**src/logic/fpd_regs.vh**
```
// Constants for the dual-channel fan PWM duty controller: offsets, reset values, fields, timing.
// Assumes a 200 MHz system clock and whole-degree unsigned temperature inputs.
`ifndef FPD_REGS_VH
`define FPD_REGS_VH

// Register offsets
`define FPD_CFG_OFF 8'h02
`define FPD_FSD_OFF 8'h08
`define FPD_MAX1_OFF 8'h09
`define FPD_MAX2_OFF 8'h0A
`define FPD_TGT1_OFF 8'h0B
`define FPD_TGT2_OFF 8'h0C
`define FPD_PRES1_OFF 8'h0D
`define FPD_PRES2_OFF 8'h0E
`define FPD_START1_OFF 8'h0F
`define FPD_START2_OFF 8'h10
`define FPD_FSET_OFF 8'h11
`define FPD_RATE_OFF 8'h12
`define FPD_STEP_OFF 8'h13
`define FPD_FREQ_OFF 8'h14

// Reset values
`define FPD_CFG_RST 8'h18
`define FPD_FSD_RST 8'h60
`define FPD_MAX_RST 8'hF0
`define FPD_TGT_RST 8'h00
`define FPD_START_RST 8'h00
`define FPD_FSET_RST 8'h00
`define FPD_RATE_RST 8'hB4
`define FPD_STEP_RST 8'h55
`define FPD_FREQ_RST 8'h40

// Configuration fields
`define FPD_CFG_STANDBY 7
`define FPD_CFG_SOFTRST 6
`define FPD_CFG_TIMEOUT 5
`define FPD_CFG_POL1 4
`define FPD_CFG_POL2 3
`define FPD_CFG_MINDUTY 2
`define FPD_CFG_SRC2 1
`define FPD_CFG_NOSPIN 0

// Fan setup fields
`define FPD_FSET_HYST 7
`define FPD_FSET_STEP2 6
`define FPD_FSET_F1C1 5
`define FPD_FSET_F1C2 4
`define FPD_FSET_F2C1 3
`define FPD_FSET_F2C2 2

// Frequency select fields
`define FPD_FREQ_A 7
`define FPD_FREQ_B 6
`define FPD_FREQ_C 5

// Duty scale and hysteresis
`define FPD_FULL 8'hF0
`define FPD_MIN_CAP 8'h02
`define FPD_INC 8'h02
`define FPD_FAST_MASK 8'hFC
`define FPD_HYST_LO 9'h005
`define FPD_HYST_HI 9'h00A

// Timing
`define FPD_CLK_HZ 200000000
`define FPD_SLOTS 240
`define FPD_PWM_HZ_20 20
`define FPD_PWM_HZ_33 33
`define FPD_PWM_HZ_50 50
`define FPD_PWM_HZ_100 100
`define FPD_PWM_HZ_FAST 35000
`define FPD_RATE_BASE_US 62500
`define FPD_SPINUP_MS 2000

`endif

```
**src/logic/fpd_fan_pwm_duty_control.v**
```verilog
// Dual-channel fan PWM duty controller: registers, automatic duty, rate limiter, PWM outputs.
// Assumes a register port from an external serial front end and converted temperatures.
`timescale 1ns/10ps
`default_nettype none
`include "fpd_regs.vh"

module fpd_fan_pwm_duty_control #(
  parameter [31:0] SLOT_DIV_20 = `FPD_CLK_HZ / (`FPD_PWM_HZ_20 * `FPD_SLOTS),
  parameter [31:0] SLOT_DIV_33 = `FPD_CLK_HZ / (`FPD_PWM_HZ_33 * `FPD_SLOTS),
  parameter [31:0] SLOT_DIV_50 = `FPD_CLK_HZ / (`FPD_PWM_HZ_50 * `FPD_SLOTS),
  parameter [31:0] SLOT_DIV_100 = `FPD_CLK_HZ / (`FPD_PWM_HZ_100 * `FPD_SLOTS),
  parameter [31:0] SLOT_DIV_FAST = `FPD_CLK_HZ / (`FPD_PWM_HZ_FAST * `FPD_SLOTS),
  parameter [31:0] RATE_BASE_CYC = (`FPD_CLK_HZ / 1000000) * `FPD_RATE_BASE_US,
  parameter [31:0] SPINUP_CYC = (`FPD_CLK_HZ / 1000) * `FPD_SPINUP_MS
) (
  input wire clk_sys_i, // System clock
  input wire rst_i, // Asynchronous reset, active high
  input wire [7:0] reg_addr_i, // Register address
  input wire reg_wr_i, // Register write strobe
  input wire [7:0] reg_wdata_i, // Register write data
  output reg [7:0] reg_rdata_o, // Read data, one cycle after address
  input wire [7:0] remote1_temp_i, // Remote thermistor one, degrees C
  input wire [7:0] remote2_temp_i, // Remote thermistor two, degrees C
  input wire [7:0] local_temp_i, // Internal die temperature, degrees C
  output wire fan_drive_one_o, // Fan one pin output value, always low
  output reg fan_drive_one_oe_o, // Fan one pin pulled low when high
  output wire fan_drive_two_o, // Fan two pin output value, always low
  output reg fan_drive_two_oe_o, // Fan two pin pulled low when high
  output wire conversion_halt_o, // Temperature conversions suspended
  output wire bus_timeout_en_o, // Serial bus timeout enabled
  output wire temp2_internal_o // Channel two measures die temperature
);

  // ----------------------------------------------------------------
  // Helpers
  // ----------------------------------------------------------------
  // Clip a duty value to full scale
  function [7:0] clip_full;
    input [7:0] v;
    begin
      clip_full = (v > `FPD_FULL) ? `FPD_FULL : v;
    end
  endfunction

  // Step-size code to duty change per temperature step
  function [4:0] step_size;
    input [3:0] code;
    begin
      if (code == 4'hF) begin
        step_size = 5'h1F;
      end else begin
        step_size = {code, 1'b0};
      end
    end
  endfunction

  // ----------------------------------------------------------------
  // Registers
  // ----------------------------------------------------------------
  reg [7:0] cfg_r;
  reg [7:0] fsd_r;
  reg [7:0] max_r [0:1];
  reg [7:0] tgt_r [0:1];
  reg [7:0] pres_r [0:1];
  reg [7:0] start_r [0:1];
  reg [7:0] fset_r;
  reg [7:0] rate_r;
  reg [7:0] step_r;
  reg [7:0] freq_r;
  reg active_r [0:1];
  reg [6:0] ivl_r [0:1];
  reg [31:0] spin_r [0:1];
  reg [31:0] base_r;
  reg [31:0] presc_r;
  reg [7:0] slot_r;

  wire soft_rst;
  wire base_tick;
  wire fast_pwm;
  wire [7:0] fsd_eff;
  reg [7:0] temp [0:1];
  reg [7:0] chan_duty [0:1];
  reg [7:0] fan_auto [0:1];
  reg fan_mapped [0:1];
  reg [7:0] eff_tgt [0:1];
  reg [7:0] drv [0:1];
  reg step_ok [0:1];
  reg active_nxt [0:1];
  reg [31:0] slot_div;
  reg [7:0] max_eff;
  reg [7:0] diff;
  reg [7:0] steps;
  reg [12:0] sum;
  reg [2:0] code;
  reg sel1;
  reg sel2;
  // Each process owns its loop index so no index has two drivers
  integer i;
  integer m;
  integer j;
  integer k;

  // Writing the reset bit acts at once; the bit itself never stores
  assign soft_rst = reg_wr_i && (reg_addr_i == `FPD_CFG_OFF) && reg_wdata_i[`FPD_CFG_SOFTRST];
  assign conversion_halt_o = cfg_r[`FPD_CFG_STANDBY];
  assign bus_timeout_en_o = ~cfg_r[`FPD_CFG_TIMEOUT];
  assign temp2_internal_o = cfg_r[`FPD_CFG_SRC2];
  assign fast_pwm = freq_r[`FPD_FREQ_C];
  assign fsd_eff = clip_full(fsd_r);
  assign base_tick = (base_r == RATE_BASE_CYC - 32'h1);
  assign fan_drive_one_o = 1'b0;
  assign fan_drive_two_o = 1'b0;

  // ----------------------------------------------------------------
  // Automatic duty per temperature channel
  // ----------------------------------------------------------------
  // Hysteresis keeps the fan at start duty until temperature falls well below start
  always @* begin
    temp[0] = remote1_temp_i;
    temp[1] = cfg_r[`FPD_CFG_SRC2] ? local_temp_i : remote2_temp_i;
    diff = 8'h00;
    steps = 8'h00;
    sum = 13'h0000;
    max_eff = 8'h00;
    for (i = 0; i < 2; i = i + 1) begin
      max_eff = clip_full(max_r[i]);
      if (max_eff < `FPD_MIN_CAP) begin
        max_eff = `FPD_MIN_CAP;
      end
      if (temp[i] >= start_r[i]) begin
        active_nxt[i] = 1'b1;
      end else if (({1'b0, temp[i]} + (fset_r[`FPD_FSET_HYST] ? `FPD_HYST_HI : `FPD_HYST_LO))
                   < {1'b0, start_r[i]}) begin
        active_nxt[i] = 1'b0;
      end else begin
        active_nxt[i] = active_r[i];
      end
      if (temp[i] >= start_r[i]) begin
        diff = temp[i] - start_r[i];
        steps = fset_r[`FPD_FSET_STEP2] ? {1'b0, diff[7:1]} : diff;
        sum = {5'h00, fsd_eff} +
              steps * (i == 0 ? step_size(step_r[7:4]) : step_size(step_r[3:0]));
      end else if (active_r[i] || cfg_r[`FPD_CFG_MINDUTY]) begin
        sum = {5'h00, fsd_eff};
      end else begin
        sum = 13'h0000;
      end
      chan_duty[i] = (sum > {5'h00, max_eff}) ? max_eff : sum[7:0];
    end
  end

  // ----------------------------------------------------------------
  // Channel to output mapping and effective targets
  // ----------------------------------------------------------------
  // Unmapped outputs run from the software target; standby drives toward zero
  always @* begin
    sel1 = 1'b0;
    sel2 = 1'b0;
    for (m = 0; m < 2; m = m + 1) begin
      sel1 = (m == 0) ? fset_r[`FPD_FSET_F1C1] : fset_r[`FPD_FSET_F2C1];
      sel2 = (m == 0) ? fset_r[`FPD_FSET_F1C2] : fset_r[`FPD_FSET_F2C2];
      fan_mapped[m] = sel1 | sel2;
      if (sel1 && sel2) begin
        fan_auto[m] = (chan_duty[0] > chan_duty[1]) ? chan_duty[0] : chan_duty[1];
      end else if (sel1) begin
        fan_auto[m] = chan_duty[0];
      end else begin
        fan_auto[m] = chan_duty[1];
      end
      eff_tgt[m] = cfg_r[`FPD_CFG_STANDBY] ? 8'h00 : tgt_r[m];
    end
  end

  // ----------------------------------------------------------------
  // Rate limiter interval and driven duty
  // ----------------------------------------------------------------
  // Intervals count base ticks so long waits need only a 7-bit counter
  always @* begin
    code = 3'h0;
    for (j = 0; j < 2; j = j + 1) begin
      code = (j == 0) ? rate_r[7:5] : rate_r[4:2];
      if (code == 3'h0) begin
        step_ok[j] = 1'b1;
      end else begin
        step_ok[j] = base_tick && (ivl_r[j] == ((7'h01 << (code - 3'h1)) - 7'h01));
      end
      if (cfg_r[`FPD_CFG_STANDBY]) begin
        drv[j] = 8'h00;
      end else if (spin_r[j] != 32'h0) begin
        drv[j] = `FPD_FULL;
      end else if (fast_pwm) begin
        drv[j] = pres_r[j] & `FPD_FAST_MASK;
      end else begin
        drv[j] = pres_r[j];
      end
    end
  end

  // ----------------------------------------------------------------
  // PWM slot divider selection
  // ----------------------------------------------------------------
  always @* begin
    if (freq_r[`FPD_FREQ_C]) begin
      slot_div = SLOT_DIV_FAST;
    end else if (freq_r[`FPD_FREQ_A] && freq_r[`FPD_FREQ_B]) begin
      slot_div = SLOT_DIV_100;
    end else if (freq_r[`FPD_FREQ_A]) begin
      slot_div = SLOT_DIV_50;
    end else if (freq_r[`FPD_FREQ_B]) begin
      slot_div = SLOT_DIV_33;
    end else begin
      slot_div = SLOT_DIV_20;
    end
  end

  // ----------------------------------------------------------------
  // Register file, limiter and spin-up state
  // ----------------------------------------------------------------
  // Soft reset shares the power-on values so both paths stay in step
  always @(posedge clk_sys_i or posedge rst_i) begin
    if (rst_i) begin
      cfg_r <= `FPD_CFG_RST;
      fsd_r <= `FPD_FSD_RST;
      fset_r <= `FPD_FSET_RST;
      rate_r <= `FPD_RATE_RST;
      step_r <= `FPD_STEP_RST;
      freq_r <= `FPD_FREQ_RST;
      base_r <= 32'h0;
      for (k = 0; k < 2; k = k + 1) begin
        max_r[k] <= `FPD_MAX_RST;
        tgt_r[k] <= `FPD_TGT_RST;
        pres_r[k] <= 8'h00;
        start_r[k] <= `FPD_START_RST;
        active_r[k] <= 1'b0;
        ivl_r[k] <= 7'h00;
        spin_r[k] <= 32'h0;
      end
    end else if (soft_rst) begin
      // Taken on the clock, so the asynchronous branch depends on the reset pin alone
      cfg_r <= `FPD_CFG_RST;
      fsd_r <= `FPD_FSD_RST;
      fset_r <= `FPD_FSET_RST;
      rate_r <= `FPD_RATE_RST;
      step_r <= `FPD_STEP_RST;
      freq_r <= `FPD_FREQ_RST;
      base_r <= 32'h0;
      for (k = 0; k < 2; k = k + 1) begin
        max_r[k] <= `FPD_MAX_RST;
        tgt_r[k] <= `FPD_TGT_RST;
        pres_r[k] <= 8'h00;
        start_r[k] <= `FPD_START_RST;
        active_r[k] <= 1'b0;
        ivl_r[k] <= 7'h00;
        spin_r[k] <= 32'h0;
      end
    end else begin
      base_r <= base_tick ? 32'h0 : base_r + 32'h1;
      // Plain register writes
      if (reg_wr_i) begin
        if (reg_addr_i == `FPD_CFG_OFF) begin
          cfg_r <= {reg_wdata_i[7], 1'b0, reg_wdata_i[5:0]};
        end else if (reg_addr_i == `FPD_FSD_OFF) begin
          fsd_r <= reg_wdata_i;
        end else if (reg_addr_i == `FPD_MAX1_OFF) begin
          max_r[0] <= reg_wdata_i;
        end else if (reg_addr_i == `FPD_MAX2_OFF) begin
          max_r[1] <= reg_wdata_i;
        end else if (reg_addr_i == `FPD_START1_OFF) begin
          start_r[0] <= reg_wdata_i;
        end else if (reg_addr_i == `FPD_START2_OFF) begin
          start_r[1] <= reg_wdata_i;
        end else if (reg_addr_i == `FPD_FSET_OFF) begin
          fset_r <= reg_wdata_i;
        end else if (reg_addr_i == `FPD_RATE_OFF) begin
          rate_r <= {reg_wdata_i[7:2], 2'b00};
        end else if (reg_addr_i == `FPD_STEP_OFF) begin
          step_r <= reg_wdata_i;
        end else if (reg_addr_i == `FPD_FREQ_OFF) begin
          freq_r <= {reg_wdata_i[7:5], 5'h00};
        end
      end
      for (k = 0; k < 2; k = k + 1) begin
        active_r[k] <= active_nxt[k];
        // Automatic mode owns the target; manual writes are clipped
        if (fan_mapped[k]) begin
          tgt_r[k] <= fan_auto[k];
        end else if (reg_wr_i && reg_addr_i == (k == 0 ? `FPD_TGT1_OFF : `FPD_TGT2_OFF)) begin
          tgt_r[k] <= clip_full(reg_wdata_i);
        end
        // Interval counter restarts at each granted step
        if (step_ok[k]) begin
          ivl_r[k] <= 7'h00;
        end else if (base_tick) begin
          ivl_r[k] <= ivl_r[k] + 7'h01;
        end
        // Ramp toward target by one increment, snapping when closer
        if (step_ok[k]) begin
          if (rate_r[(k == 0 ? 7 : 4) -: 3] == 3'h0) begin
            pres_r[k] <= eff_tgt[k];
          end else if (pres_r[k] + `FPD_INC <= eff_tgt[k]) begin
            pres_r[k] <= pres_r[k] + `FPD_INC;
          end else if (pres_r[k] >= eff_tgt[k] + `FPD_INC) begin
            pres_r[k] <= pres_r[k] - `FPD_INC;
          end else begin
            pres_r[k] <= eff_tgt[k];
          end
        end
        // Spin-up kicks a stopped fan at full duty unless disabled
        if (spin_r[k] != 32'h0) begin
          spin_r[k] <= cfg_r[`FPD_CFG_STANDBY] ? 32'h0 : spin_r[k] - 32'h1;
        end else if (!cfg_r[`FPD_CFG_NOSPIN] && pres_r[k] == 8'h00 && eff_tgt[k] != 8'h00) begin
          spin_r[k] <= SPINUP_CYC;
        end
      end
    end
  end

  // ----------------------------------------------------------------
  // PWM slot timing
  // ----------------------------------------------------------------
  // One shared period keeps both outputs on the same frequency setting
  always @(posedge clk_sys_i or posedge rst_i) begin
    if (rst_i) begin
      presc_r <= 32'h0;
      slot_r <= 8'h00;
    end else if (presc_r >= slot_div - 32'h1) begin
      presc_r <= 32'h0;
      slot_r <= (slot_r == `FPD_FULL - 8'h01) ? 8'h00 : slot_r + 8'h01;
    end else begin
      presc_r <= presc_r + 32'h1;
    end
  end

  // ----------------------------------------------------------------
  // Open-drain pin drive
  // ----------------------------------------------------------------
  // Registered so the pins never glitch on comparator settling
  always @(posedge clk_sys_i or posedge rst_i) begin
    if (rst_i) begin
      fan_drive_one_oe_o <= 1'b0;
      fan_drive_two_oe_o <= 1'b0;
    end else begin
      fan_drive_one_oe_o <= ~((drv[0] > slot_r) ? cfg_r[`FPD_CFG_POL1]
                                                : ~cfg_r[`FPD_CFG_POL1]);
      fan_drive_two_oe_o <= ~((drv[1] > slot_r) ? cfg_r[`FPD_CFG_POL2]
                                                : ~cfg_r[`FPD_CFG_POL2]);
    end
  end

  // ----------------------------------------------------------------
  // Read path
  // ----------------------------------------------------------------
  // Unmapped addresses read zero
  always @(posedge clk_sys_i or posedge rst_i) begin
    if (rst_i) begin
      reg_rdata_o <= 8'h00;
    end else if (reg_addr_i == `FPD_CFG_OFF) begin
      reg_rdata_o <= cfg_r;
    end else if (reg_addr_i == `FPD_FSD_OFF) begin
      reg_rdata_o <= fsd_r;
    end else if (reg_addr_i == `FPD_MAX1_OFF) begin
      reg_rdata_o <= max_r[0];
    end else if (reg_addr_i == `FPD_MAX2_OFF) begin
      reg_rdata_o <= max_r[1];
    end else if (reg_addr_i == `FPD_TGT1_OFF) begin
      reg_rdata_o <= tgt_r[0];
    end else if (reg_addr_i == `FPD_TGT2_OFF) begin
      reg_rdata_o <= tgt_r[1];
    end else if (reg_addr_i == `FPD_PRES1_OFF) begin
      reg_rdata_o <= drv[0];
    end else if (reg_addr_i == `FPD_PRES2_OFF) begin
      reg_rdata_o <= drv[1];
    end else if (reg_addr_i == `FPD_START1_OFF) begin
      reg_rdata_o <= start_r[0];
    end else if (reg_addr_i == `FPD_START2_OFF) begin
      reg_rdata_o <= start_r[1];
    end else if (reg_addr_i == `FPD_FSET_OFF) begin
      reg_rdata_o <= fset_r;
    end else if (reg_addr_i == `FPD_RATE_OFF) begin
      reg_rdata_o <= rate_r;
    end else if (reg_addr_i == `FPD_STEP_OFF) begin
      reg_rdata_o <= step_r;
    end else if (reg_addr_i == `FPD_FREQ_OFF) begin
      reg_rdata_o <= freq_r;
    end else begin
      reg_rdata_o <= 8'h00;
    end
  end

endmodule // fpd_fan_pwm_duty_control

`default_nettype wire

```
**config.mk**
```make
export PLATFORM = sky130hd
export DESIGN_NAME = fpd_fan_pwm_duty_control
export DESIGN_NICKNAME = d
export VERILOG_FILES = /design/src/logic/fpd_fan_pwm_duty_control.v
export VERILOG_INCLUDE_DIRS = /design/src /design/src/logic
export SDC_FILE = /design/constraint.sdc
export NUM_CORES = 1
export LEC_CHECK = 0
export BUFFER_PORTS_ARGS = -buffer_cell sky130_fd_sc_hd__buf_2
export CAP_MARGIN = 15
export CORE_MARGIN = 3
export CORE_UTILIZATION = 55
export DETAILED_ROUTE_END_ITERATION = 8
export PLACE_DENSITY = 0.79
export SETUP_SLACK_MARGIN = 0.1
export SYNTH_ARGS = -nofsm -noshare
export SYNTH_HDL_FRONTEND = slang
export SYNTH_SLANG_ARGS = --single-unit
```
**constraint.sdc**
```tcl
create_clock -name clk_sys_i -period 27.8 [get_ports clk_sys_i]
set_input_delay 2.78 -clock clk_sys_i [delete_from_list [all_inputs] [get_ports clk_sys_i]]
set_output_delay 2.78 -clock clk_sys_i [all_outputs]
set_load 0.05 [all_outputs]
```
Yosys cells after proc, flatten, opt, wreduce, memory -nomap -nowiden:

Cells that the tools add are included.

* flip-flop bits (word level): 274
* input bits: 43
* output and inout bits: 15
* logic and storage cells: 320

* add/subtract/negate cells: 24
* multipliers: 2
* order comparisons: 20
* equality and inequality tests: 29
* shifts and indexed selects: 2
* muxes and demuxes: 155
* bitwise logic cells: 7
* reductions and logical operators: 55

Operators by type and width (count)
* 8-bit 2-to-1 mux: 106
* 32-bit 2-to-1 mux: 9
* 16-bit 2-to-1 mux: 16
* 32-bit by 1-bit subtractor with 32-bit output (second input constant): 3
* 32-bit by 1-bit adder with 32-bit output (second input constant): 2
* 8-bit by 4-bit == test with 1-bit output (second input constant): 8
* 64-bit 2-to-1 mux: 1
* 32-bit nonzero test: 2
* 8-bit by 5-bit == test with 1-bit output (second input constant): 5
* 8-bit by 2-bit adder with 8-bit output (second input constant): 4
* 32-bit by 24-bit == test with 1-bit output (second input constant): 1
* 32-bit greater-or-equal comparator: 1
* 8-bit greater-or-equal comparator: 4
* 8-bit greater-than comparator (second input constant): 4
* 7-bit 2-to-1 mux: 4
* 8-bit by 13-bit adder with 13-bit output: 2
* 13-bit by 8-bit greater-than comparator with 1-bit output: 2
* 8-bit by 5-bit multiplier with 13-bit output: 2
* 13-bit 2-to-1 mux: 2
* 2-bit nonzero test: 13
* 8-bit greater-than comparator: 3
* 3-bit nonzero test: 8
* 5-bit 2-to-1 mux: 4
* 9-bit by 8-bit < comparator with 1-bit output: 2
* other kinds (38): 86

Depth between registers and ports, before layout:

* depth in word-level cells: 15
* mapped depth: 42

Worst setup path before layout:

No wires, ideal clock.

* path kind: input-to-reg
* start point: input port local_temp_i[1]
* end point: register tgt_r[13] (netlist bit)
* data arrival time: 11.096 ns
* required time: 27.723 ns
* setup slack: 16.627 ns
* cell stages on the path: 39
* path buffers: 1
* cells stage by stage: mux2i_1 -> inv_1 -> ha_1 -> nor2b_1 -> o21ai_0 -> nand2b_1 -> a221oi_1 -> xnor2_1 -> mux2i_1 -> or2_2 -> fa_1 -> fa_1 -> inv_1 -> fa_1 -> ha_1 -> o21ai_0 -> o21bai_1 -> a21oi_1 -> (+3 left out) -> nand2_1 -> a21oi_1 -> o41ai_1 -> a21oi_1 -> nor3_1 -> a31o_2 -> clkbuf_1 -> mux2_2 -> ha_1 -> nand2b_1 -> a21oi_1 -> o31a_1 -> o21a_1 -> o31ai_1 -> nand2_1 -> nand2_1 -> mux2_2 -> a21oi_1

* longest elaborated chain between the ends: 13
* elaborated cells between the ends (all ways): 15
* those cells by class: add/sub: 2; mul: 1; order compare: 3; mux: 9

RTL lines
* from (decl): line fpd_fan_pwm_duty_control.v:24 `input wire [7:0] local_temp_i,`
* 8-bit 2-to-1 mux *: line fpd_fan_pwm_duty_control.v:120 `` temp[1] = cfg_r[`FPD_CFG_SRC2] ? local_temp_i : remote2_temp_i; ``
* 8-bit subtractor: line fpd_fan_pwm_duty_control.v:139 `diff = temp[i] - start_r[i];`
* 8-bit 2-to-1 mux: line fpd_fan_pwm_duty_control.v:140 `` steps = fset_r[`FPD_FSET_STEP2] ? {1'b0, diff[7:1]} : diff; ``
* 8-bit by 5-bit multiplier with 13-bit output: line fpd_fan_pwm_duty_control.v:142 `steps * (i == 0 ? step_size(step_r[7:4]) : step_size(step_r[3:0]));`
* 8-bit by 13-bit adder with 13-bit output: line fpd_fan_pwm_duty_control.v:141 `sum = {5'h00, fsd_eff} +`
* 13-bit 2-to-1 mux *: line fpd_fan_pwm_duty_control.v:138 `if (temp[i] >= start_r[i]) begin`
* 13-bit by 8-bit greater-than comparator with 1-bit output: line fpd_fan_pwm_duty_control.v:148 `chan_duty[i] = (sum > {5'h00, max_eff}) ? max_eff : sum[7:0];`
* 8-bit 2-to-1 mux *: line fpd_fan_pwm_duty_control.v:148
* 8-bit greater-than comparator: line fpd_fan_pwm_duty_control.v:164 `fan_auto[m] = (chan_duty[0] > chan_duty[1]) ? chan_duty[0] : chan_duty[1];`
* 8-bit 2-to-1 mux: line fpd_fan_pwm_duty_control.v:164
* 8-bit 2-to-1 mux *: line fpd_fan_pwm_duty_control.v:163 `if (sel1 && sel2) begin`
* 8-bit 2-to-1 mux *: line fpd_fan_pwm_duty_control.v:285 `if (fan_mapped[k]) begin`
* 16-bit 2-to-1 mux *: line fpd_fan_pwm_duty_control.v:238 `end else if (soft_rst) begin`
* to (signal, indexed assignment): line fpd_fan_pwm_duty_control.v:249 `` tgt_r[k] <= `FPD_TGT_RST; ``
* to (signal, indexed assignment): line fpd_fan_pwm_duty_control.v:286 `tgt_r[k] <= fan_auto[k];`
* to (signal, indexed assignment): line fpd_fan_pwm_duty_control.v:288 `tgt_r[k] <= clip_full(reg_wdata_i);`
* to (decl): line fpd_fan_pwm_duty_control.v:63 `reg [7:0] tgt_r [0:1];`

Mark *: on every way between the ends. The rest lies on a longest branch, timed or not.
A chain may end at the register's enable or synchronous reset.

Final worst setup path:

* start point: input port local_temp_i[1]
* end point: register tgt_r[1] (netlist bit)

The elaborated chain is that of the path after synthesis.

==> impl_results.html <==
<table>
<tr><th>Metric</th><th>Value</th></tr>
<tr><th colspan="2">Critical path</th></tr>
<tr><td>Largest fanout of any net on the critical path</td><td>8</td></tr>
<tr><td>Cells on worst reg2reg path</td><td>37</td></tr>
<tr><td>Bufs and invs on worst path</td><td>3</td></tr>
<tr><td>Critical path endpoint</td><td>tgt_r[1]</td></tr>
<tr><td>Cell family with the largest share of critical-path delay</td><td>compound AO/OA/AOI/OAI gates</td></tr>
<tr><td>Start-to-end type of the worst setup path</td><td>input port to flop</td></tr>
<tr><td>Critical path capture point type</td><td>flop</td></tr>
<tr><td>Destination of the worst register-to-register timing path</td><td>tgt_r[1]</td></tr>
<tr><td>CP arrival</td><td>12,220 ps</td></tr>
<tr><td>Cell with the largest stage delay on the worst path</td><td>o31ai_1</td></tr>
<tr><td>Worst path depth</td><td>38</td></tr>
<tr><td>Register-to-register setup slack</td><td>17,530 ps</td></tr>
<tr><td>Element type at the critical path start</td><td>input port</td></tr>
<tr><td>R2r startpoint</td><td>cfg_r[1]</td></tr>
<tr><td>Origin of the worst setup path</td><td>local_temp_i[1]</td></tr>
<tr><td>Max incr delay on CP</td><td>540 ps</td></tr>
<tr><td>Crit path required time</td><td>28,250 ps</td></tr>
<tr><th colspan="2">Die</th></tr>
<tr><td>Starting density of the core</td><td>56.1%</td></tr>
<tr><td>Area of the core region</td><td>39,000 um^2</td></tr>
<tr><td>Width of the chip</td><td>205 um</td></tr>
<tr><td>Io pins</td><td>58</td></tr>
<tr><td>Num rows</td><td>72</td></tr>
<tr><td>Die footprint</td><td>42,200 um^2</td></tr>
<tr><td>Vertical die dimension</td><td>205 um</td></tr>
<tr><th colspan="2">Global routing</th></tr>
<tr><td>GR met2 Demand/Resource</td><td>47.4%</td></tr>
<tr><td>Initial antenna violation count</td><td>0</td></tr>
<tr><td>Met3 layer usage reported by global route</td><td>3.16%</td></tr>
<tr><td>Largest net degree at the start of global routing</td><td>118</td></tr>
<tr><td>Aggregate global-route resource usage</td><td>28.5%</td></tr>
<tr><td>Wire length of the first global-routing pass</td><td>97.5 mm</td></tr>
<tr><td>Top Usage Layer GRT</td><td>met2</td></tr>
<tr><td>Vias in the first global route</td><td>18,558</td></tr>
<tr><td>Met1 usage in global routing</td><td>38.8%</td></tr>
<tr><td>Total congestion overflow</td><td>0</td></tr>
<tr><th colspan="2">Power</th></tr>
<tr><td>Sequential Power Share</td><td>34.4%</td></tr>
<tr><td>Switching component of the power</td><td>691 uW</td></tr>
<tr><td>Peak supply drop</td><td>51.1 uV</td></tr>
<tr><td>Lkg Pwr</td><td>0.0107 uW</td></tr>
<tr><td>Logic gate share of total power</td><td>42.3%</td></tr>
<tr><td>Proportion of power drawn by the clock network</td><td>23.3%</td></tr>
<tr><td>Final Total Pwr</td><td>1710 uW</td></tr>
<tr><td>Switching share of power</td><td>40.4%</td></tr>
<tr><td>Power Density</td><td>72.7 nW/um^2</td></tr>
<tr><td>P_int</td><td>1020 uW</td></tr>
<tr><th colspan="2">Yosys</th></tr>
<tr><td>Yosys reg bits</td><td>266</td></tr>
<tr><td>Count of flip-flops with a built-in enable after synthesis</td><td>0</td></tr>
<tr><td>Dominant cell by count in the synthesized netlist</td><td>nor2_1</td></tr>
<tr><td>Syn_area_per_cell</td><td>8.48 um^2</td></tr>
<tr><td>Sequential cell area fraction in the yosys report</td><td>30.6%</td></tr>
<tr><td>Distinct cells, synth</td><td>77</td></tr>
<tr><td>FFs w/ async S/R, synth</td><td>100%</td></tr>
<tr><td>Cell accounting for the most synthesized area</td><td>dfrtp_1</td></tr>
<tr><td>Post-synthesis cell area</td><td>21,900 um^2</td></tr>
<tr><td>Synth top area cells</td><td>dfrtp_1, ha_1, fa_1</td></tr>
<tr><td>Fraction of synthesized cell area taken by the top area cell type</td><td>28.0%</td></tr>
<tr><td>Yosys warning total</td><td>0</td></tr>
<tr><td>Gate count of the mapped netlist</td><td>2,580</td></tr>
<tr><td>Leading register cell type out of synthesis</td><td>dfrtp_1</td></tr>
<tr><td>Top cells by instance count after synthesis</td><td>nor2_1, dfrtp_1, nand2_1</td></tr>
<tr><th colspan="2">Timing</th></tr>
<tr><td>Max-slew violation count</td><td>0</td></tr>
<tr><td>Relative slew margins</td><td>26.3%</td></tr>
<tr><td>Total Negative Setup Slacks</td><td>0 ps</td></tr>
<tr><td>Min Tclk post-route</td><td>11,770 ps</td></tr>
<tr><td>Setup repair after global routing missed its margin</td><td>no</td></tr>
<tr><td>Total count of hold-check failures in the final report</td><td>0</td></tr>
<tr><td>Highest clock rate</td><td>84.9 MHz</td></tr>
<tr><td>Period utilisation layout</td><td>42.3%</td></tr>
<tr><td>Worst-case clock skew</td><td>8.78 ps</td></tr>
<tr><td>Count of final setup violators</td><td>0</td></tr>
<tr><td>Slew at the pin with the worst max-slew slack</td><td>1100 ps</td></tr>
<tr><th colspan="2">CTS</th></tr>
<tr><td>CTS H-tree depth</td><td>1</td></tr>
<tr><td>Post CTS Setup Buffer Count</td><td>0</td></tr>
<tr><td>Clock Tree Root</td><td>clkbuf_16</td></tr>
<tr><td>Maximum clock insertion buffer count</td><td>3</td></tr>
<tr><td>CTS-repair resized insts</td><td>0</td></tr>
<tr><td>CTS sink count</td><td>266</td></tr>
<tr><td>Clock buffers created by TritonCTS</td><td>29</td></tr>
<tr><td>Insertion delay to the later sink of the worst-skew pair</td><td>570 ps</td></tr>
<tr><td>TritonCTS clock tree</td><td>built</td></tr>
<tr><td>Clock-pin slew on the worst setup and hold paths</td><td>60 ps</td></tr>
<tr><td>Post-CTS Hold Buffers</td><td>0</td></tr>
<tr><th colspan="2">Place</th></tr>
<tr><td>Detail Placement HPWL</td><td>45.1 mm</td></tr>
<tr><td>Number of buffer cells added on primary ports</td><td>55</td></tr>
<tr><td>Last weighted congestion value of the routability-driven placer</td><td>1.01</td></tr>
<tr><td>Number of cells after detailed placement</td><td>3,078</td></tr>
<tr><th colspan="2">Final layout</th></tr>
<tr><td>Proportion of layout cells with a drive suffix above 1</td><td>7.39%</td></tr>
<tr><td>Layout area overhead</td><td>7.58%</td></tr>
<tr><td>Post-route insts no fill</td><td>3,132</td></tr>
<tr><td>NumNets Final</td><td>2,880</td></tr>
<tr><th colspan="2">Routing</th></tr>
<tr><td>Iter 0 DRT Violations</td><td>1,916</td></tr>
<tr><td>Post-DR vias/cell</td><td>6.08</td></tr>
<tr><td>DRC violation count after routing</td><td>0</td></tr>
<tr><td>Antenna Nets Post-Route</td><td>0</td></tr>
<tr><td>Vias</td><td>19,029</td></tr>
<tr><td>Routed Wire Length</td><td>60.1 mm</td></tr>
<tr><td>Number of iterations in the first detailed-routing pass</td><td>6</td></tr>
<tr><td>Detailed-route wire length per cell</td><td>19.2 um</td></tr>
<tr><th colspan="2">Worst hold path</th></tr>
<tr><td>Worst hold-check path type</td><td>flop to flop</td></tr>
<tr><td>Worst hold path depth</td><td>2</td></tr>
<tr><th colspan="2">Run status</th></tr>
<tr><td>Result of the run</td><td>completed</td></tr>
<tr><th colspan="2">Flow run</th></tr>
<tr><td>Number of max-cap violations</td><td>0</td></tr>
</table>
## flip-flops by register name, indices dropped and copies added, names as in the netlist
register            count
fset_r                  8
presc_r                32
max_r                  16
cfg_r                   7
base_r                 32
tgt_r                  16
pres_r                 16
fsd_r                   8
step_r                  8
fan_drive_two_oe_o      1
start_r                16
fan_drive_one_oe_o      1
ivl_r                  14
spin_r                 64
freq_r                  3
active_r                2
rate_r                  6
slot_r                  8
reg_rdata_o             8
## worst min path at each step
| stage | from | end | slack, ps |
|---|---|---|---|
| floorplan | spin_r[14] | spin_r[14] | 440 |
| global placement | fset_r[1] | fset_r[1] | 460 |
| finish | fset_r[0] | fset_r[0] | 490 |
| global route | fset_r[1] | fset_r[1] | 520 |
| CTS | fset_r[0] | fset_r[0] | 490 |
| detailed placement | start_r[4] | start_r[4] | 470 |
## metrics by stage
step                cell area (um^2)  hold WS (ps)  util [%]  worst slack [ps]
floorplan                      21900           438         -             16630
global route                   23500           518      60.3             15490
CTS                            23500           489      60.3             16210
finish                         23500           485      60.3             16030
detailed placement             22600           471      57.8             15650
global placement               22600           458      57.8             15910
## cell families after synthesis
| kind of cell | after synthesis | share of synthesized area [%] |
|---|---|---|
| multiplexers | 87 | 4.32 |
| adder cells (fa/ha/maj) | 246 | 16.0 |
| XOR/XNOR | 167 | 6.69 |
| AND/OR/NAND/NOR | 1006 | 22.4 |
| buffers and inverters | 273 | 4.74 |
| AO/OA/AOI/OAI | 533 | 15.3 |
| flip-flops | 266 | 30.6 |
| other | 2 | 0.0343 |
## cell type report
cell class              instances  area [um^2]
clock inverters                12          148
inverters                     170          646
fillers                      3381        15500
diodes                          1         2.50
repair buffers                 67          365
well taps                     518          648
flip-flops and latches        266         6680
multi-input cells            2057        14200
clock buffers                  41          821
## tightest hold or removal path: cells and delay by family, from the launching register on
kind,cells,cell delay [ps]
flip-flops,1,340
AND/OR/NAND/NOR,1,40
AO/OA/AOI/OAI,1,60
## per-layer routing
metal	wire [um]	share of wire (%)	vias up
met5	0	0	-
met4	2280	3.8	0
met3	4210	7.0	155
met2	28100	47	678
met1	25500	42	9215
li1	-	-	8981
## power by group through the flow
| stage | logic [uW] | registers, uW | clock network (uW) |
|---|---|---|---|
| 2_1_floorplan | 582 | 542 | 0 |
| 4_1_cts | 718 | 585 | 404 |
| 3_3_place_gp | 683 | 585 | 0 |
| 3_5_place_dp | 712 | 590 | 0 |
| 6_report | 724 | 589 | 398 |
| 5_1_grt | 815 | 600 | 420 |
## layout by cell type (no fill, tap or decap), types with 69 or more instances in the layout
cell	instances
o21ai_0	181
dfrtp_1	244
nor2_1	281
a21oi_1	117
xnor2_1	98
nand3_1	78
xor2_1	69
ha_1	190
inv_1	169
nand2_1	245
Power figures use the tool's default switching activity.
